## config.mk

```make
export PLATFORM = sky130hd
export DESIGN_NAME = sse_supervisor
export DESIGN_NICKNAME = d
export VERILOG_FILES = /design/src/pkg/sse_pkg.sv /design/src/hw/sse_supervisor.sv /design/src/hw/sse_indicator.sv
export SDC_FILE = /design/constraint.sdc
export NUM_CORES = 1
export LEC_CHECK = 0
export BUFFER_PORTS_ARGS = -buffer_cell sky130_fd_sc_hd__buf_2
export CORE_ASPECT_RATIO = 0.8
export CORE_MARGIN = 8
export CORE_UTILIZATION = 54
export DETAILED_ROUTE_END_ITERATION = 8
export PLACE_DENSITY = 0.76
export SKIP_CTS_REPAIR_TIMING = 1
export SLEW_MARGIN = 20
export SYNTH_ARGS = -nofsm -noshare
export SYNTH_HDL_FRONTEND = slang
export SYNTH_SLANG_ARGS = --single-unit
```

## constraint.sdc

```tcl
create_clock -name REF_CLK -period 6.4 [get_ports REF_CLK]
set_clock_uncertainty 0.15 [all_clocks]
set_input_delay 0.96 -clock REF_CLK [delete_from_list [all_inputs] [get_ports REF_CLK]]
set_output_delay 0.96 -clock REF_CLK [all_outputs]
set_load 0.02 [all_outputs]
```

## src/pkg/sse_pkg.sv

```systemverilog
package sse_pkg;
   // Register indices, byte address is four times the index
   localparam logic [13:0] IDX_SYNC_PULSE_CYCLE = 14'h09A0;
   localparam logic [13:0] IDX_MAX_CONSEC = 14'h3742;
   localparam logic [13:0] IDX_EXT_SETUP7 = 14'h37B0;
   localparam logic [13:0] IDX_OUT_SYNC_CYCLE = 14'h3800;
   localparam logic [13:0] IDX_CTRL = 14'h3801;
   localparam logic [13:0] IDX_STATUS = 14'h3802;
   localparam logic [13:0] IDX_AL_CODE = 14'h3803;
   localparam logic [13:0] IDX_IRQ_STAT = 14'h3804;
   localparam logic [13:0] IDX_IRQ_MASK = 14'h3805;
   // Field positions
   localparam int THR_LSB = 0;
   localparam int THR_W = 4;
   localparam int EXT7_CHECK_OPER_ONLY = 7;
   localparam int CTRL_MODE_LSB = 0;
   localparam int CTRL_REQ_LSB = 4;
   localparam int CTRL_REQ_GO = 6;
   localparam int CTRL_CLEAR = 7;
   localparam int ST_STATE_LSB = 0;
   localparam int ST_SIG_ALM = 2;
   localparam int ST_CYC_ALM = 3;
   localparam int ST_MISS_LSB = 8;
   localparam int IRQ_SIG = 0;
   localparam int IRQ_CYC = 1;
   localparam int IRQ_W = 2;
   // Codes and reset values
   localparam logic [15:0] AL_NONE = 16'h0000;
   localparam logic [15:0] AL_SYNC_SIGNAL = 16'h002C;
   localparam logic [15:0] AL_SYNC_CYCLE = 16'h0035;
   localparam logic [31:0] CYCLE_RST = 32'h0000_0000;
   localparam logic [15:0] PARAM_RST = 16'h0000;
   localparam int MISS_W = 5;
   // Indicator timing
   localparam int CLK_HZ = 10_000_000;
   localparam int FLASH_ON_MS = 200;
   localparam int FLASH_OFF_MS = 1000;
   localparam int BLINK_MS = 200;
   localparam int FLASH_ON_CYC = FLASH_ON_MS * (CLK_HZ / 1000);
   localparam int FLASH_OFF_CYC = FLASH_OFF_MS * (CLK_HZ / 1000);
   localparam int BLINK_CYC = BLINK_MS * (CLK_HZ / 1000);

   typedef enum logic [1:0] {
      MODE_FREE_RUN,
      MODE_DISTRIBUTED_CLOCK,
      MODE_OUTPUT_BUFFER_EVENT,
      MODE_RESERVED
   } sse_mode_t;

   typedef enum logic [1:0] {
      SLV_INIT,
      SLV_PRE_OPERATIONAL,
      SLV_SAFE_OPERATIONAL,
      SLV_OPERATIONAL
   } sse_slv_state_t;

   typedef enum logic [1:0] {
      LED_OFF,
      LED_SINGLE_FLASH,
      LED_BLINKING
   } sse_led_t;

   typedef struct packed {
      logic cyc_err;
      logic sig_err;
   } sse_alarm_t;

   // Cycle time in ns is one of the eight supported periods
   function automatic logic sse_cycle_ok(input logic [31:0] ns);
      sse_cycle_ok = (ns == 32'd125000) || (ns == 32'd250000) || (ns == 32'd500000) ||
                     (ns == 32'd1000000) || (ns == 32'd2000000) || (ns == 32'd4000000) ||
                     (ns == 32'd8000000) || (ns == 32'd10000000);
   endfunction
endpackage

```

## src/hw/sse_supervisor.sv

```systemverilog
`timescale 1ns/1ps
`default_nettype none
module sse_supervisor
   import sse_pkg::*;
#(
   parameter int LED_ON_CYC = FLASH_ON_CYC,
   parameter int LED_OFF_CYC = FLASH_OFF_CYC,
   parameter int LED_BLINK_CYC = BLINK_CYC
) (
   // Clock and reset
   input wire logic REF_CLK,
   input wire logic SYS_RST,
   // Avalon-MM slave
   input wire logic [15:0] AVS_ADDRESS,
   input wire logic AVS_READ,
   input wire logic AVS_WRITE,
   input wire logic [3:0] AVS_BYTEENABLE,
   input wire logic [31:0] AVS_WRITEDATA,
   output logic [31:0] AVS_READDATA,
   output logic AVS_WAITREQUEST,
   // Synchronisation pins
   input wire logic DC_SYNC_PULSE,
   input wire logic OUTPUT_BUFFER_EVENT,
   input wire logic SYNC_HANDLED,
   input wire logic SYNC_DONE,
   // Outputs
   output logic IRQ,
   output logic ERR_LED,
   output logic [1:0] SLV_STATE
);
   // Pin synchronisers
   logic [3:0] pin_s1_ff;
   logic [3:0] pin_s2_ff;
   logic [1:0] pin_d_ff;

   always_ff @(posedge REF_CLK or posedge SYS_RST) begin
      if (SYS_RST) begin
         pin_s1_ff <= 4'h0;
         pin_s2_ff <= 4'h0;
         pin_d_ff <= 2'h0;
      end else begin
         pin_s1_ff <= {SYNC_DONE, SYNC_HANDLED, OUTPUT_BUFFER_EVENT, DC_SYNC_PULSE};
         pin_s2_ff <= pin_s1_ff;
         pin_d_ff <= pin_s2_ff[1:0];
      end
   end

   logic dc_rise;
   logic ev_rise;
   logic handled;
   logic sync_done;
   assign dc_rise = pin_s2_ff[0] & ~pin_d_ff[0];
   assign ev_rise = pin_s2_ff[1] & ~pin_d_ff[1];
   assign handled = pin_s2_ff[2];
   assign sync_done = pin_s2_ff[3];

   // Registers
   logic [31:0] sync_pulse_cycle_time_ff;
   logic [15:0] max_consecutive_comm_errors_ff;
   logic [15:0] comm_extended_setup_seven_ff;
   logic [31:0] output_sync_cycle_ff;
   sse_mode_t mode_ff;
   logic [IRQ_W-1:0] irq_mask_ff;
   sse_alarm_t irq_stat_ff;
   sse_alarm_t alarm_ff;
   logic [15:0] al_code_ff;
   sse_slv_state_t state_ff;
   logic [MISS_W-1:0] miss_cnt_ff;
   logic pending_ff;
   logic ack_ff;
   logic [31:0] rdata_ff;

   // Bus handshake, one wait cycle per access
   logic req;
   logic wr_go;
   logic [13:0] idx;
   assign req = AVS_READ | AVS_WRITE;
   assign idx = AVS_ADDRESS[15:2];
   assign wr_go = AVS_WRITE & ack_ff;
   assign AVS_WAITREQUEST = req & ~ack_ff;

   function automatic logic [31:0] merge32(input logic [31:0] old, input logic [31:0] d,
                                           input logic [3:0] be);
      for (int i = 0; i < 4; i++) begin
         old[i*8 +: 8] = be[i] ? d[i*8 +: 8] : old[i*8 +: 8];
      end
      merge32 = old;
   endfunction

   always_ff @(posedge REF_CLK or posedge SYS_RST) begin
      if (SYS_RST) begin
         ack_ff <= 1'b0;
      end else begin
         ack_ff <= req & ~ack_ff;
      end
   end

   // Control decode
   logic ctrl_wr;
   logic clear_req;
   logic trans_go;
   sse_slv_state_t trans_to;
   assign ctrl_wr = wr_go && idx == IDX_CTRL && AVS_BYTEENABLE[0];
   assign clear_req = ctrl_wr & AVS_WRITEDATA[CTRL_CLEAR];
   assign trans_go = ctrl_wr & AVS_WRITEDATA[CTRL_REQ_GO];
   assign trans_to = sse_slv_state_t'(AVS_WRITEDATA[CTRL_REQ_LSB +: 2]);

   // Configuration writes
   always_ff @(posedge REF_CLK or posedge SYS_RST) begin
      if (SYS_RST) begin
         sync_pulse_cycle_time_ff <= CYCLE_RST;
         max_consecutive_comm_errors_ff <= PARAM_RST;
         comm_extended_setup_seven_ff <= PARAM_RST;
         output_sync_cycle_ff <= CYCLE_RST;
         mode_ff <= MODE_FREE_RUN;
         irq_mask_ff <= '0;
      end else if (wr_go) begin
         unique case (idx)
            IDX_SYNC_PULSE_CYCLE: begin
               sync_pulse_cycle_time_ff <= merge32(sync_pulse_cycle_time_ff, AVS_WRITEDATA,
                                                   AVS_BYTEENABLE);
            end
            IDX_MAX_CONSEC: begin
               max_consecutive_comm_errors_ff <= 16'(merge32(
                  {16'h0000, max_consecutive_comm_errors_ff}, AVS_WRITEDATA, AVS_BYTEENABLE));
            end
            IDX_EXT_SETUP7: begin
               comm_extended_setup_seven_ff <= 16'(merge32(
                  {16'h0000, comm_extended_setup_seven_ff}, AVS_WRITEDATA, AVS_BYTEENABLE));
            end
            IDX_OUT_SYNC_CYCLE: begin
               output_sync_cycle_ff <= merge32(output_sync_cycle_ff, AVS_WRITEDATA,
                                               AVS_BYTEENABLE);
            end
            IDX_CTRL: begin
               if (AVS_BYTEENABLE[0]) begin
                  mode_ff <= sse_mode_t'(AVS_WRITEDATA[CTRL_MODE_LSB +: 2]);
               end
            end
            IDX_IRQ_MASK: begin
               if (AVS_BYTEENABLE[0]) begin
                  irq_mask_ff <= AVS_WRITEDATA[IRQ_W-1:0];
               end
            end
            default: begin
            end
         endcase
      end
   end

   // Missed interrupt supervision
   logic sync_mode;
   logic check_state;
   logic irq_in;
   logic miss;
   logic sig_evt;
   logic [MISS_W-1:0] thr;
   assign sync_mode = (mode_ff == MODE_DISTRIBUTED_CLOCK) ||
                      (mode_ff == MODE_OUTPUT_BUFFER_EVENT);
   assign check_state = (state_ff == SLV_OPERATIONAL) ||
                        (state_ff == SLV_SAFE_OPERATIONAL &&
                         !comm_extended_setup_seven_ff[EXT7_CHECK_OPER_ONLY]);
   assign irq_in = (mode_ff == MODE_DISTRIBUTED_CLOCK) ? dc_rise : ev_rise;
   assign thr = MISS_W'(max_consecutive_comm_errors_ff[THR_LSB +: THR_W]);
   assign miss = sync_mode && sync_done && irq_in && pending_ff && !handled;
   assign sig_evt = miss && check_state && (miss_cnt_ff >= thr);

   always_ff @(posedge REF_CLK or posedge SYS_RST) begin
      if (SYS_RST) begin
         pending_ff <= 1'b0;
         miss_cnt_ff <= '0;
      end else if (!sync_mode || !sync_done) begin
         pending_ff <= 1'b0;
         miss_cnt_ff <= '0;
      end else begin
         pending_ff <= irq_in | (pending_ff & ~handled);
         if (handled || sig_evt) begin
            miss_cnt_ff <= '0;
         end else if (miss && miss_cnt_ff != '1) begin
            miss_cnt_ff <= miss_cnt_ff + MISS_W'(1);
         end
      end
   end

   // Cycle checks on the safe-operational request
   logic to_safe;
   logic cyc_bad;
   logic cyc_evt;
   assign to_safe = trans_go && state_ff == SLV_PRE_OPERATIONAL &&
                    trans_to == SLV_SAFE_OPERATIONAL;
   always_comb begin
      unique case (mode_ff)
         MODE_DISTRIBUTED_CLOCK: begin
            cyc_bad = !sse_cycle_ok(sync_pulse_cycle_time_ff) ||
                      !sse_cycle_ok(output_sync_cycle_ff) ||
                      (sync_pulse_cycle_time_ff != output_sync_cycle_ff);
         end
         MODE_OUTPUT_BUFFER_EVENT: begin
            cyc_bad = !sse_cycle_ok(output_sync_cycle_ff);
         end
         default: begin
            cyc_bad = 1'b0;
         end
      endcase
   end
   assign cyc_evt = to_safe & cyc_bad;

   // Slave state machine
   always_ff @(posedge REF_CLK or posedge SYS_RST) begin
      if (SYS_RST) begin
         state_ff <= SLV_INIT;
      end else if (sig_evt) begin
         state_ff <= SLV_SAFE_OPERATIONAL;
      end else if (cyc_evt) begin
         state_ff <= SLV_PRE_OPERATIONAL;
      end else if (trans_go) begin
         state_ff <= trans_to;
      end
   end

   // Alarms and status code, set wins over clear
   always_ff @(posedge REF_CLK or posedge SYS_RST) begin
      if (SYS_RST) begin
         alarm_ff <= '0;
         al_code_ff <= AL_NONE;
      end else begin
         alarm_ff.sig_err <= sig_evt | (alarm_ff.sig_err & ~clear_req);
         alarm_ff.cyc_err <= cyc_evt | (alarm_ff.cyc_err & ~clear_req);
         if (sig_evt) begin
            al_code_ff <= AL_SYNC_SIGNAL;
         end else if (cyc_evt) begin
            al_code_ff <= AL_SYNC_CYCLE;
         end else if (clear_req) begin
            al_code_ff <= AL_NONE;
         end
      end
   end

   // Interrupt status, write one to clear
   logic [IRQ_W-1:0] w1c;
   assign w1c = (wr_go && idx == IDX_IRQ_STAT && AVS_BYTEENABLE[0]) ?
                AVS_WRITEDATA[IRQ_W-1:0] : '0;

   always_ff @(posedge REF_CLK or posedge SYS_RST) begin
      if (SYS_RST) begin
         irq_stat_ff <= '0;
      end else begin
         irq_stat_ff.sig_err <= sig_evt | (irq_stat_ff.sig_err & ~w1c[IRQ_SIG]);
         irq_stat_ff.cyc_err <= cyc_evt | (irq_stat_ff.cyc_err & ~w1c[IRQ_CYC]);
      end
   end
   assign IRQ = |(irq_stat_ff & irq_mask_ff);

   // Read data
   always_ff @(posedge REF_CLK or posedge SYS_RST) begin
      if (SYS_RST) begin
         rdata_ff <= 32'h0000_0000;
      end else if (AVS_READ && !ack_ff) begin
         unique case (idx)
            IDX_SYNC_PULSE_CYCLE: rdata_ff <= sync_pulse_cycle_time_ff;
            IDX_MAX_CONSEC: rdata_ff <= {16'h0000, max_consecutive_comm_errors_ff};
            IDX_EXT_SETUP7: rdata_ff <= {16'h0000, comm_extended_setup_seven_ff};
            IDX_OUT_SYNC_CYCLE: rdata_ff <= output_sync_cycle_ff;
            IDX_CTRL: rdata_ff <= {30'h0000_0000, mode_ff};
            IDX_STATUS: begin
               rdata_ff <= 32'h0000_0000;
               rdata_ff[ST_STATE_LSB +: 2] <= state_ff;
               rdata_ff[ST_SIG_ALM] <= alarm_ff.sig_err;
               rdata_ff[ST_CYC_ALM] <= alarm_ff.cyc_err;
               rdata_ff[ST_MISS_LSB +: MISS_W] <= miss_cnt_ff;
            end
            IDX_AL_CODE: rdata_ff <= {16'h0000, al_code_ff};
            IDX_IRQ_STAT: rdata_ff <= {30'h0000_0000, irq_stat_ff};
            IDX_IRQ_MASK: rdata_ff <= {30'h0000_0000, irq_mask_ff};
            default: rdata_ff <= 32'h0000_0000;
         endcase
      end
   end
   assign AVS_READDATA = rdata_ff;
   assign SLV_STATE = state_ff;

   // Error indicator
   sse_led_t led_pat;
   always_comb begin
      if (alarm_ff.sig_err) begin
         led_pat = LED_SINGLE_FLASH;
      end else if (alarm_ff.cyc_err) begin
         led_pat = LED_BLINKING;
      end else begin
         led_pat = LED_OFF;
      end
   end

   sse_indicator #(
      .ON_CYC(LED_ON_CYC),
      .OFF_CYC(LED_OFF_CYC),
      .BLK_CYC(LED_BLINK_CYC)
   ) u_indicator (
      .clk(REF_CLK),
      .rst(SYS_RST),
      .pattern(led_pat),
      .led(ERR_LED)
   );

   // Checks
   AST_THRESHOLD: assert property (@(posedge REF_CLK) disable iff (SYS_RST)
      sig_evt |-> miss && miss_cnt_ff >= thr && miss_cnt_ff != '0 || thr == '0)
      else $error("Signal error raised below threshold");

   AST_CHECK_STATE: assert property (@(posedge REF_CLK) disable iff (SYS_RST)
      sig_evt |-> state_ff == SLV_OPERATIONAL ||
         (state_ff == SLV_SAFE_OPERATIONAL &&
          !comm_extended_setup_seven_ff[EXT7_CHECK_OPER_ONLY]))
      else $error("Signal error in a state that is not checked");

   AST_MODE_GATE: assert property (@(posedge REF_CLK) disable iff (SYS_RST)
      (sig_evt |-> mode_ff != MODE_FREE_RUN) and
      (cyc_evt |-> mode_ff != MODE_FREE_RUN))
      else $error("Sync check acted in free run mode");

   AST_SIG_DROP: assert property (@(posedge REF_CLK) disable iff (SYS_RST)
      sig_evt |=> state_ff == SLV_SAFE_OPERATIONAL && al_code_ff == AL_SYNC_SIGNAL &&
         alarm_ff.sig_err)
      else $error("Signal error did not drop to safe state with code");

   AST_CYC_STAY: assert property (@(posedge REF_CLK) disable iff (SYS_RST)
      cyc_evt |=> state_ff == SLV_PRE_OPERATIONAL && al_code_ff == AL_SYNC_CYCLE ##1
         state_ff == SLV_PRE_OPERATIONAL || trans_go || sig_evt)
      else $error("Cycle error left pre-operational or wrong code");

   AST_LED_PATTERN: assert property (@(posedge REF_CLK) disable iff (SYS_RST)
      (alarm_ff.sig_err |-> led_pat == LED_SINGLE_FLASH) and
      (!alarm_ff.sig_err && alarm_ff.cyc_err |-> led_pat == LED_BLINKING))
      else $error("Indicator pattern does not match alarm");

   AST_CLEAR: assert property (@(posedge REF_CLK) disable iff (SYS_RST)
      clear_req && !sig_evt && !cyc_evt |=> alarm_ff == '0 && al_code_ff == AL_NONE)
      else $error("Clear request did not clear alarms");

   AST_DC_MATCH: assert property (@(posedge REF_CLK) disable iff (SYS_RST)
      to_safe && mode_ff == MODE_DISTRIBUTED_CLOCK &&
         sync_pulse_cycle_time_ff != output_sync_cycle_ff |-> cyc_evt ##1
         state_ff == SLV_PRE_OPERATIONAL)
      else $error("Mismatched cycle times passed the check");

   AST_DC_GOOD: assert property (@(posedge REF_CLK) disable iff (SYS_RST)
      to_safe && mode_ff == MODE_DISTRIBUTED_CLOCK && sse_cycle_ok(output_sync_cycle_ff) &&
         sync_pulse_cycle_time_ff == output_sync_cycle_ff |=> state_ff == SLV_SAFE_OPERATIONAL)
      else $error("Supported clock cycle was refused");

   AST_EVENT_BAD: assert property (@(posedge REF_CLK) disable iff (SYS_RST)
      to_safe && mode_ff == MODE_OUTPUT_BUFFER_EVENT && !sse_cycle_ok(output_sync_cycle_ff)
         |-> cyc_evt)
      else $error("Unsupported event cycle passed the check");

   AST_CHECK_WHEN: assert property (@(posedge REF_CLK) disable iff (SYS_RST)
      cyc_evt |-> trans_go && $past(state_ff) == state_ff &&
         state_ff == SLV_PRE_OPERATIONAL)
      else $error("Cycle check outside the safe-operational request");

   AST_MISS_RESET: assert property (@(posedge REF_CLK) disable iff (SYS_RST)
      handled |=> miss_cnt_ff == '0)
      else $error("Miss count kept after handled interrupt");
endmodule
`default_nettype wire

```

## src/hw/sse_indicator.sv

```systemverilog
`timescale 1ns/1ps
`default_nettype none
module sse_indicator
   import sse_pkg::*;
#(
   parameter int ON_CYC = FLASH_ON_CYC,
   parameter int OFF_CYC = FLASH_OFF_CYC,
   parameter int BLK_CYC = BLINK_CYC
) (
   // Clock and reset
   input wire logic clk,
   input wire logic rst,
   // Pattern select
   input wire sse_led_t pattern,
   // Indicator drive
   output logic led
);
   logic [31:0] cnt_ff;
   logic led_ff;
   sse_led_t pat_ff;
   logic [31:0] span;

   always_comb begin
      if (pattern == LED_SINGLE_FLASH) begin
         span = led_ff ? 32'(ON_CYC) : 32'(OFF_CYC);
      end else begin
         span = 32'(BLK_CYC);
      end
   end

   always_ff @(posedge clk or posedge rst) begin
      if (rst) begin
         cnt_ff <= 32'h0000_0000;
         led_ff <= 1'b0;
         pat_ff <= LED_OFF;
      end else begin
         pat_ff <= pattern;
         if (pattern == LED_OFF || pattern != pat_ff) begin
            cnt_ff <= 32'h0000_0000;
            led_ff <= (pattern != LED_OFF);
         end else if (cnt_ff + 32'h0000_0001 >= span) begin
            cnt_ff <= 32'h0000_0000;
            led_ff <= ~led_ff;
         end else begin
            cnt_ff <= cnt_ff + 32'h0000_0001;
         end
      end
   end

   assign led = led_ff;
endmodule
`default_nettype wire

```

Word level (Yosys, flattened, before mapping)
Index checks and enable logic that the tools add are counted.
{ "totals": {"regBits": 206, "output_inout_bits": 37, "wordCells": 182, "in_bits": 60, "ramBits": 0, "n_memories": 0, "latch_bits": 0, "romBits": 0} }
{ "op_classes": {"n_lt_le_gt_ge": 2, "n_div": 0, "shifts": 0, "addsub": 2, "n_reduce_logical": 64, "n_eq_ne": 35, "mul": 0, "bitwise": 27, "muxes": 22} }
{ "op_table": {"columns": ["cell", "count"], "rows": [
  ["$pmux 32 s9", 1],
  ["$eq 14x14->1 const B", 8],
  ["$mux 32", 3],
  ["$eq 32x17->1 const B", 2],
  ["$eq 32x18->1 const B", 2],
  ["$eq 32x19->1 const B", 2],
  ["$eq 32x20->1 const B", 2],
  ["$eq 32x21->1 const B", 2],
  ["$eq 32x22->1 const B", 2],
  ["$eq 32x23->1 const B", 2],
  ["$eq 32x24->1 const B", 2],
  ["$mux 16", 3],
  ["$reduce_and 3->1", 14],
  ["$add 32x1->32 const B", 1],
  ["$ge 32x32->1", 1],
  ["$ne 32x32->1", 1],
  ["$mux 24", 1],
  ["$logic_or 1x1->1", 21],
  ["$logic_and 1x1->1", 15],
  ["$mux 5", 3],
  ["$eq 14x12->1 const B", 1],
  ["$and 1x1->1", 12],
  ["$mux 2", 6],
  ["$reduce_bool 3->1", 3],
  ["15 further kinds", 42]
]} }

Depth between registers and ports, before layout
Gate-level depths: netlist (run 1).
{ "logic_depth": {"depth_word": 15, "ltp_mapped": 14, "mapped_depth_nobuf": 12} }

By module
From an unflattened synthesis (run 1), not the netlist that was laid out.
{ "unflattened": {"cells_unflattened": 891, "area_unflattened_um2": 9889.5} }
{ "modules_own_cells": {"columns": ["mod", "seq_area_each_um2", "area_each_um2", "n_inst", "cells_per_inst"], "rows": [
  ["sse_supervisor", 3953.8, 7801.2, 1, 679],
  ["sse_indicator", 875.8, 2088.3, 1, 212]
]} }

Least setup slack after synthesis (run 1)
OpenSTA, ideal clock, no wires.
{ "synth_timing": {"path_type": "register to register", "start": "register u_indicator.cnt_ff[0]", "end": "register u_indicator.led_ff, in the netlist u_indicator.led", "synth_period_minus_slack_ps": 3443, "setup_time_ps": 79, "t_arrival_ps": 3214, "path_buffers": 1, "path_stages_with_launch": 14, "path_slack_ps": 2957, "t_required_ps": 6171, "cell_sequence": "dfrtp_1 -> ha_1 -> nand3_2 -> nor4_1 -> nand2_1 -> xnor2_1 -> ha_1 -> nand2_1 -> or4_1 -> o211ai_2 -> a31oi_1 -> o311ai_4 -> buf_6 -> mux2i_1"} }
{ "synth_via": {"elab_chain_len": 3} }
{ "synth_rtl": {"columns": ["element", "line", "rtl"], "rows": [
  ["from (decl)", "sse_indicator.sv:18", "logic [31:0] cnt_ff;"],
  ["from (signal assigned)", "sse_indicator.sv:45", "cnt_ff <= cnt_ff + 32'h0000_0001;"],
  ["$add 32x1->32", "sse_indicator.sv:41", "end else if (cnt_ff + 32'h0000_0001 >= span) begin"],
  ["$ge 32x32->1", "sse_indicator.sv:41", null],
  ["$reduce_bool 2->1 (no source line)", null, null],
  ["to (signal assigned)", "sse_indicator.sv:40", "led_ff <= (pattern != LED_OFF);"],
  ["to (signal assigned)", "sse_indicator.sv:43", "led_ff <= ~led_ff;"],
  ["to (decl)", "sse_indicator.sv:19", "logic led_ff;"]
]} }
Every way passes these cells.
A chain may end at the register's enable or synchronous reset.

Worst setup path after layout (run 1)
{ "layout_timing": {"start": "register u_indicator.cnt_ff[0]", "end": "register u_indicator.cnt_ff[9]"} }
{ "layout_via": {"elab_chain_len": 4} }
{ "layout_rtl": {"columns": ["element", "line", "rtl"], "rows": [
  ["$add 32x1->32 (*)", "sse_indicator.sv:41, sse_indicator.sv:45", null],
  ["$ge 32x32->1", "sse_indicator.sv:41", null],
  ["$mux 32 (*)", "sse_indicator.sv:41", null],
  ["$mux 32 (*)", "sse_indicator.sv:38", "if (pattern == LED_OFF || pattern != pat_ff) begin"]
]} }
Mark *: on every way between the ends. The rest lies on a longest branch, timed or not.

==> impl_metrics.csv, run 1 <==
group,metric,value,unit
critical_path,crit_path_start,"u_indicator.cnt_ff[0]",
sta,final-hold-violation-count,0,
placed_design,hpwl,16.91,mm
pwr,swShare,23.82,%
floorplanning,die_width,163.8,um
pwr,clkPwrFrac,44.8,%
clocking,clock_insertion_delay_worst_skew,440,ps
yosys,synth_largest_area_cell,"dfrtp_1",
yosys,synth.lib_cells_used.distinct,64,
clocking,cts-root-buf,"clkbuf_16",
drt,post-route-drc-count,0,
yosys,synthArstFlopShare,100.0,%
drt,antenna_left,0,
yosys,sequential_share_of_the_synthesized_area,51.19,%
pwr,switchingPower,565.1,uW
cells_and_area,fin_nets,1012,
critical_path,arrival,4540,ps
drt,first_iter_violations,666,
drt,vias,7231,
clocking,cts_tree,"built",
sta,rsz0062_at_grt,"no",
sta,timing.fmax,229.1,MHz
yosys,synth_largest_type_area_fraction,51.19,%
global_route,overflow,0,
drt,avgRoutedWirePerCell,20.37,um
clocking,inserted_clock_buffers,17,
sta,report.final.slew_viol_count,0,
cells_and_area,final_cell_area,10700,sq um
floorplanning,rows,43,
critical_path,cp_data_required_time,6580,ps
yosys,synth_top_cells_by_count,"dfrtp_1, mux2_2, nand2_1",
drt,drt_first_pass_iters,6,
sta,max_slew_margin,29.99,%
sta,fin_tns_setup,0,ps
critical_path,crit_chain,"ha_1, nand3_2, nor4_1, nand2_1, xnor2_1, ha_1, nand2_1, or4_1, o211ai_2, a31oi_1, o311ai_4, and2b_1",
sta,min_setup_slack_post_route,2035,ps
critical_path,cp_max_fo,25,
yosys,netlist_area,9435,sq um
sta,finalCritPeriodShare,68.21,%
sta,fin_worst_hold_slack,200.7,ps
run_status,status,"completed",
critical_path,worst_path_max_delay_cell,"o311ai_4",
clocking,htree_num_levels,4,
sta,setup-violations-final,0,
critical_path,reg2reg_from,"u_indicator.cnt_ff[0]",
floorplanning,die_area,21980,sq um
critical_path,endpoint_kind,"flip-flop",
critical_path,worst-setup-path-type,"flip-flop to flip-flop",
critical_path,slowest_delay,940,ps
floorplanning,boundaryPins,97,
global_route,grt_max_degree,131,
yosys,yosysWarnings,0,
yosys,ys_ff_latch,193,
min_path,hold_path.class,"flip-flop to flip-flop",
pwr,p_comb_share,3.4,%
clocking,clk_transition_reported_paths,70,ps
clocking,ctsLongestPathBuffers,2,
pwr,power_density,221.8,nW/um^2
floorplanning,initial_core_utilization,54.80,%
pwr,ir_drop,0.0001940,V
cells_and_area,area_growth,13.35,%
pwr,sequentialPowerShare,51.8,%
yosys,post-synth-top-count-cell,"dfrtp_1",
critical_path,crit_path_start_kind,"flip-flop",
cells_and_area,post_route_cells_drive_above_1_share,25.87,%
pwr,post-layout-total-power,2372,uW
global_route,first_global_vias,7253,
floorplanning,dieHeight,134.2,um
sta,slew_of_the_pin_with_the_lowest_slew_margin,1048,ps
min_path,hold_path_startpoint,"pin_s1_ff[0]",
global_route,global_route_wire_length_before_repair,38.92,mm
placed_design,place_worst_setup_slack,2041,ps
clocking,cts_sinks,193,
pwr,internal-power,1807,uW
drt,drt-vias-per-instance,6.144,
yosys,synth-edff-count,0,
pwr,cellLeakagePower,0.005164,uW
drt,wirelength,23.97,mm
yosys,yosys-top-cells-area,"dfrtp_1, mux2_2, nand2_1",
global_route,global_route.usage.total,22.33,%
placed_design,dpl_cell_area,10100,sq um
placed_design,place.port_buffers,94,
yosys,synth_flop_cell,"dfrtp_1",
placed_design,final_wtd_congestion,0.9034,
floorplanning,core,17220,sq um
global_route,antenna_violations_before_repair,2,
job,max_cap_violations,0,
yosys,synth.avg_cell_area,11.05,sq um
yosys,post_synth_inst_count,854,
sta,finalCriticalPeriod,4365,ps
## per-stage QoR
stage          cells  util (%)
6_report        1177     62.12
5_1_grt         1176     62.11
4_1_cts         1176     62.04
3_5_place_dp    1144     58.65
3_3_place_gp    1144     58.65
2_1_floorplan    861         -
## cells in the final DEF (no fill, tap or decap), types with 8 or more instances in the layout
master	n
dfrtp_1	193
mux2_2	97
buf_2	94
nand2_1	87
nor2_1	45
o21ai_0	41
xor2_1	29
a21oi_1	27
xnor2_1	25
nand4_1	22
nor4_1	19
inv_1	18
a22oi_1	17
nand3_1	17
clkbuf_16	17
a222oi_1	16
and3_1	14
ha_1	14
a21o_1	11
nor3b_1	9
nor3_1	9
nor2b_1	8
conb_1	8
## per-layer routing
metal	part of all wire (%)	up-vias	GRT usage [%]
li1	-	3293	-
met1	46	3613	32.07
met2	45	276	32.95
met3	7.6	45	5.115
met4	1.9	4	6.956
met5	0.10	-	0
## registers in the layout (all words and copies together) (netlist names), 4 cells and up
name,flops
output_sync_cycle_ff,32
pin_s2_ff,4
u_indicator.cnt_ff,32
max_consecutive_comm_errors_ff,16
comm_extended_setup_seven_ff,16
sync_pulse_cycle_time_ff,32
miss_cnt_ff,5
pin_s1_ff,4
AVS_READDATA,32
## final timing paths
kind,end,slack (ps),cells past startpoint
worst max-delay path,u_indicator.cnt_ff[9],2030,12
min in group asynchronous,u_indicator.cnt_ff[10],550,2
worst max register to register,u_indicator.cnt_ff[9],2030,12
max in group asynchronous,output_sync_cycle_ff[12],4180,3
worst min-delay path,pin_s2_ff[0],200,0
worst min register to register,pin_s2_ff[0],200,0
## cell type report
cell class / count / area [sq um]
Clock inverter: 14 / 145.1
Fill cell: 1422 / 6521
Inverter: 19 / 78.83
Tap cell: 225 / 281.5
Antenna cell: 1 / 2.502
Sequential cell: 193 / 4830
Multi-Input combinational cell: 608 / 4410
Timing Repair Buffer: 99 / 508.0
Clock buffer: 18 / 439.2
## critical path: cells and delay by family, from the launching register on
kind / cells / cell delay (ps)
compound gates: 3 / 1170
xor+xnor: 1 / 190
fa+ha+maj: 2 / 610
flops: 1 / 430
simple gates: 6 / 1690
## power by group through the flow
stage	clock network [uW]	logic [uW]	registers, uW
3_5_place_dp	0	80.6	1250
5_1_grt	1120	90.1	1230
4_1_cts	1070	81.1	1230
2_1_floorplan	0	39.3	1250
6_report	1060	80.4	1230
3_3_place_gp	0	79.6	1250
## cells by family after synthesis
kind of cell	count (synthesis)	share of synthesized area, %
AOI/OAI and AO/OA	138	10.09
adders and majority gates	14	1.857
xor gates and xnor gates	54	5.013
other	1	0.03974
muxes	104	12.45
DFF	193	51.19
buffers and inverters	60	2.573
and+or+nand+nor	290	16.79
Power figures use the tool's default switching activity.
==> run 2, diff against run 1 <==
Clock period 6.4 ns to 3.65 ns, I/O delays scaled along.
==> impl_metrics.csv, run 2 (same netlist as run 1, synthesis figures left out) <==
group,metric,value,unit
drt,post-route-drc-count,0,
global_route,antenna_violations_before_repair,1,
sta,finalCritPeriodShare,93.66,%
sta,rsz0062_at_grt,"no",
min_path,hold_path_depth,1,
sta,final-hold-violation-count,0,
drt,drt-vias-per-instance,6.058,
drt,vias,7288,
floorplanning,core,17220,sq um
clocking,clk_transition_reported_paths,70,ps
pwr,p_comb_share,3.5,%
floorplanning,rows,43,
floorplanning,dieHeight,134.2,um
global_route,global_route.usage.total,22.79,%
pwr,cellLeakagePower,0.005322,uW
cells_and_area,antenna-diode-count,0,
critical_path,arrival,3590,ps
clocking,cts_tree,"built",
min_path,hold_path.class,"input pin to flip-flop",
critical_path,reg2reg_from,"u_indicator.cnt_ff[1]",
pwr,sequentialPowerShare,51.3,%
pwr,internal-power,3251,uW
pwr,ir_drop,0.0003111,V
sta,slew_of_the_pin_with_the_lowest_slew_margin,821.5,ps
global_route,grtUsageMet2,34.12,%
sta,setup-violations-final,0,
critical_path,critical_path.reg2reg.endpoint,"u_indicator.cnt_ff[18]",
placed_design,hpwl,17.58,mm
sta,finalCriticalPeriod,3419,ps
clocking,ctsLongestPathBuffers,2,
clocking,cts-root-buf,"clkbuf_16",
placed_design,place.port_buffers,94,
sta,fin_tns_setup,0,ps
critical_path,cp_data_required_time,3820,ps
floorplanning,boundaryPins,97,
min_path,timing.hold.worst_endpoint,"pin_s1_ff[0]",
min_path,hold_path_startpoint,"DC_SYNC_PULSE",
critical_path,reg2reg_slack,230,ps
clocking,clock_insertion_delay_worst_skew,430,ps
cells_and_area,final_cell_area,10990,sq um
clocking,cts_sinks,193,
placed_design,final_wtd_congestion,0.8628,
sta,max_slew_margin,45.05,%
critical_path,endpoint_kind,"flip-flop",
job,max_cap_violations,0,
pwr,swShare,22.70,%
cells_and_area,layout.core_utilization,63.81,%
global_route,grt_max_degree,95,
drt,first_iter_violations,704,
critical_path,crit_path_start,"u_indicator.cnt_ff[1]",
global_route,global_route_wire_length_before_repair,39.59,mm
sta,fin_worst_hold_slack,64.03,ps
sta,timing.fmax,292.5,MHz
drt,wirelength,24.31,mm
drt,drt_first_pass_iters,6,
cells_and_area,post_route_cells_drive_above_1_share,27.91,%
clocking,htree_num_levels,4,
cells_and_area,layout_commonest_cell,"dfrtp_1",
cells_and_area,most_frequent_cells_in_the_layout,"dfrtp_1, mux2_2, buf_2, nand2_1, nor2_1",
clocking,inserted_clock_buffers,17,
global_route,gr-usage-met3,5.482,%
cells_and_area,area_growth,16.43,%
pwr,clkPwrFrac,45.2,%
floorplanning,initial_core_utilization,54.80,%
global_route,overflow,0,
global_route,first_global_vias,7314,
placed_design,placed_instances,1170,
sta,report.final.slew_viol_count,0,
pwr,switchingPower,954.5,uW
floorplanning,die_width,163.8,um
drt,avgRoutedWirePerCell,20.21,um
critical_path,cp_max_fo,13,
cells_and_area,fin_nets,1039,
global_route,grt_most_used_layer,"met2",
critical_path,crit_path_start_kind,"flip-flop",
cells_and_area,finish.cell_count_without_fillers,1203,
critical_path,worst-setup-path-type,"flip-flop to flip-flop",
placed_design,dpl_cell_area,10350,sq um
floorplanning,die_area,21980,sq um
drt,antenna_left,0,
global_route,met1_usage,32.34,%
pwr,power_density,382.8,nW/um^2
critical_path,ff2ff_path_depth,10,
run_status,status,"completed",
[run 2: cell count changes in the layout (fill, tap and decap cells not counted), sizes merged]
cell and change:
clkinv +2, clkbuf +1, inv -5, diode -1, bufinv +1, buf +26
dlygate4sd3 +1, clkinvlp +1
[run 2: final cells by class]
| cell class | count | area, sq um |
|---|---|---|
| tap | 225 | 281.5 |
| fill | 1370 | 6231 |
| clock inverter | 13 | 152.6 |
| inverter | 19 | 75.07 |
| timing repair buffer | 126 | 763.2 |
| multi-input combinational | 608 | 4429 |
| clock buffer | 19 | 452.9 |
| sequential | 193 | 4831 |
[run 2: how the worst max path moves through the flow]
stage,end,cells after the start
after floorplan,u_indicator.led,13
after global placement,u_indicator.cnt_ff[18],13
after detailed placement,u_indicator.cnt_ff[18],13
after CTS,u_indicator.cnt_ff[18],13
after global routing,u_indicator.cnt_ff[18],13
final,u_indicator.cnt_ff[18],10
[run 2: per-layer routing]
layer	wire (um)	share of wire, %
met1	11040	45
met2	10880	45
met3	2012	8.3
met4	368	1.5
met5	8	0.033
[run 2: worst max-delay path, stage by stage (launching register included)]
cell and delay [ps]:
dfrtp_1 450, ha_4 190, nand3_2 80, buf_4 170
or4_1 660, or3_1 430, a211oi_2 250, o221ai_2 150
o311ai_4 400, buf_12 190, and2b_1 190
[run 2: metrics by stage]
| stage | power (uW) | setup slack, ps |
|---|---|---|
| after floorplan | 2265 | 206.8 |
| after global placement | 2344 | 178.9 |
| after detailed placement | 2347 | 113.4 |
| after CTS | 4236 | 49.16 |
| after global routing | 4329 | 55.17 |
| final | 4206 | 231.5 |
[run 2: power groups by stage]
stage | clock (uW) | sequential, uW | combinational [uW]
3_5_place_dp | 0 | 2200 | 149
6_report | 1900 | 2160 | 149
5_1_grt | 2000 | 2160 | 166
3_3_place_gp | 0 | 2200 | 146
4_1_cts | 1930 | 2160 | 150
2_1_floorplan | 0 | 2200 | 69.3
==> run 3, diff against run 2 <==
Settings changed: ABC_AREA set to 1, CORE_MARGIN 8 to 1.5, CORE_UTILIZATION 54 to 55, SYNTH_HIERARCHICAL set to 1.
==> impl_metrics.csv, run 3 <==
group,metric,value,unit
run_status,status,"completed",
critical_path,crit_path_start_kind,"flip-flop",
global_route,gr-usage-met3,5.218,%
cells_and_area,fin_nets,1714,
yosys,post-synth-top-count-cell,"nand2_1",
clocking,ctsLongestPathBuffers,2,
clocking,cts_tree,"built",
global_route,global_route.usage.total,30.34,%
clocking,cts_sinks,193,
sta,rsz0062_at_grt,"no",
yosys,synth.avg_cell_area,7.121,sq um
critical_path,arrival,3350,ps
job,max_cap_violations,0,
cells_and_area,final-seq-area,4830,sq um
critical_path,worst-setup-path-type,"flip-flop to flip-flop",
yosys,post_synth_inst_count,1540,
floorplanning,rows,45,
placed_design,placed_instances,1879,
global_route,overflow,0,
cells_and_area,most_frequent_cells_in_the_layout,"nand2_1, dfrtp_1, nor2_1, inv_1, o21ai_0",
drt,avgRoutedWirePerCell,15.81,um
yosys,yosysWarnings,6,
floorplanning,initial_core_utilization,56.95,%
cells_and_area,post_route_cells_drive_above_1_share,13.08,%
floorplanning,die_area,20800,sq um
pwr,power_density,345.6,nW/um^2
critical_path,cp_max_fo,24,
placed_design,hpwl,23.20,mm
global_route,grt_most_used_layer,"met1",
clocking,htree_num_levels,4,
sta,timing.fmax,313.9,MHz
clocking,cts-root-buf,"clkbuf_16",
drt,vias,10190,
min_path,hold_path_startpoint,"SYNC_HANDLED",
cells_and_area,area_growth,12.37,%
yosys,synth_top_cells_by_count,"nand2_1, dfrtp_1, nor2_1",
drt,drt-vias-per-instance,5.334,
cells_and_area,layout_commonest_cell,"nand2_1",
cells_and_area,filler_cells_inserted,1771,
drt,wirelength,30.19,mm
global_route,global_route_wire_length_before_repair,49.40,mm
sta,fin_tns_setup,0,ps
cells_and_area,finish.cell_count_without_fillers,1910,
yosys,sequential_share_of_the_synthesized_area,44.04,%
yosys,netlist_area,10970,sq um
global_route,grt_max_degree,55,
clocking,clock_insertion_delay_worst_skew,440,ps
yosys,synth_largest_type_area_fraction,44.04,%
yosys,synth.lib_cells_used.distinct,48,
min_path,hold_path.class,"input pin to flip-flop",
yosys,synthArstFlopShare,100.0,%
floorplanning,core,19260,sq um
sta,finalCritPeriodShare,87.28,%
placed_design,final_wtd_congestion,0.9715,
sta,report.final.slew_viol_count,0,
global_route,met1_usage,45.61,%
critical_path,slowest_delay,400,ps
sta,final-hold-violation-count,0,
sta,slew_of_the_pin_with_the_lowest_slew_margin,755.5,ps
critical_path,cp_data_required_time,3810,ps
floorplanning,die_width,160.9,um
clocking,clk_transition_reported_paths,80,ps
critical_path,critPathTopFamily,"simple AND/OR/NAND/NOR gates",
critical_path,endpoint_kind,"flip-flop",
drt,post-route-drc-count,0,
floorplanning,boundaryPins,97,
cells_and_area,multiInputGateArea,5304,sq um
critical_path,crit_path_start,"u_indicator/cnt_ff[0]",
sta,finalCriticalPeriod,3186,ps
drt,drt_first_pass_iters,6,
global_route,first_global_vias,9538,
global_route,grtUsageMet2,45.44,%
clocking,inserted_clock_buffers,17,
yosys,ys_ff_latch,193,
yosys,synth_flop_cell,"dfrtp_1",
yosys,synth_largest_area_cell,"dfrtp_1",
drt,antenna_left,0,
critical_path,worst_path_max_delay_cell,"dfrtp_1",
floorplanning,dieHeight,129.3,um
critical_path,reg2reg_from,"u_indicator/cnt_ff[0]",
placed_design,place.port_buffers,94,
pwr,ir_drop,0.0003051,V
yosys,synth-edff-count,0,
cells_and_area,antenna-diode-count,0,
sta,setup-violations-final,0,
pwr,cellLeakagePower,0.006087,uW
sta,max_slew_margin,49.52,%
yosys,yosys-top-cells-area,"dfrtp_1, nand2_1, nor2_1",
critical_path,crit_chain,"ha_1, nand2_2, nor2_4, nand2_2, inv_1, nand4_1, xor2_1, inv_1, ha_1, a21boi_1, nand3_1, inv_1, nand2_1, nand2_1, nand2_2, nand2_4, nor2_1",
global_route,antenna_violations_before_repair,0,
drt,first_iter_violations,1146,
critical_path,cp_num_buf_inv,3,
[run 3: per-layer routing]
| metal | up-vias | share of wire, % |
|---|---|---|
| met5 | - | 0 |
| met4 | 0 | 1.5 |
| met3 | 29 | 7.3 |
| met2 | 400 | 42 |
| met1 | 4728 | 49 |
| li1 | 5031 | - |
[run 3: layout make-up]
type,count,area share (%)
clock buffer,17,3.452
inverter,186,5.706
timing repair buffer,102,4.508
tap,258,2.620
sequential,193,39.19
multi-input combinational,1140,43.04
clock inverter,14,1.482
[run 3: path summary, 6_finish.rpt]
kind	slack (ps)	endpoint	depth (start not counted)
setup / recovery	460	u_indicator/cnt_ff[1]	17
hold / removal	50	pin_s1_ff[2]	1
setup reg to reg	460	u_indicator/cnt_ff[1]	17
hold reg to reg	200	pin_s2_ff[0]	0
max in group asynchronous	2440	max_consecutive_comm_errors_ff[0]	3
min in group asynchronous	80	mode_ff[0]	2
[run 3: worst reg2reg max path, delay by kind of cell, from the launching register on]
| family | cells | cell delay, ps |
|---|---|---|
| AO/OA/AOI/OAI | 1 | 210 |
| AND/OR/NAND/NOR | 10 | 1250 |
| flip-flops | 1 | 400 |
| buffers and inverters | 3 | 270 |
| XOR/XNOR | 1 | 270 |
| adder cells (fa/ha/maj) | 2 | 510 |
[run 3: kinds of logic (layout without fill, tap and decap cells)]
group,Yosys count,count (layout),synth area share (%)
AOI/OAI and AO/OA,177,177,8.762
xor gates and xnor gates,19,19,1.586
adders and majority gates,14,14,1.597
buffers and inverters,214,319,7.838
DFF,193,193,44.04
other,1,8,0.03419
and+or+nand+nor,922,922,36.14
[run 3: power breakdown]
part / total [uW] / leakage [uW] / switching, uW / internal (uW)
Clock: 1900 / 0.000294 / 966 / 934
Combinational: 198 / 0.00319 / 142 / 56.3
Sequential: 2160 / 0.00260 / 10.6 / 2150
Total: 4260 / 0.00609 / 1120 / 3140
[run 3: per-stage QoR]
stage	hold WS (ps)	total power [uW]	setup WS [ps]	cell area, sq um	util, %
6_report	52.69	4259	464.1	12320	64.00
5_1_grt	40.32	4394	143.8	12320	64.00
4_1_cts	45.33	4285	484.7	12320	64.00
3_5_place_dp	185.7	2403	509.8	11720	60.84
3_3_place_gp	182.1	2398	585.2	11720	60.84
2_1_floorplan	181.2	2313	951.6	11000	-
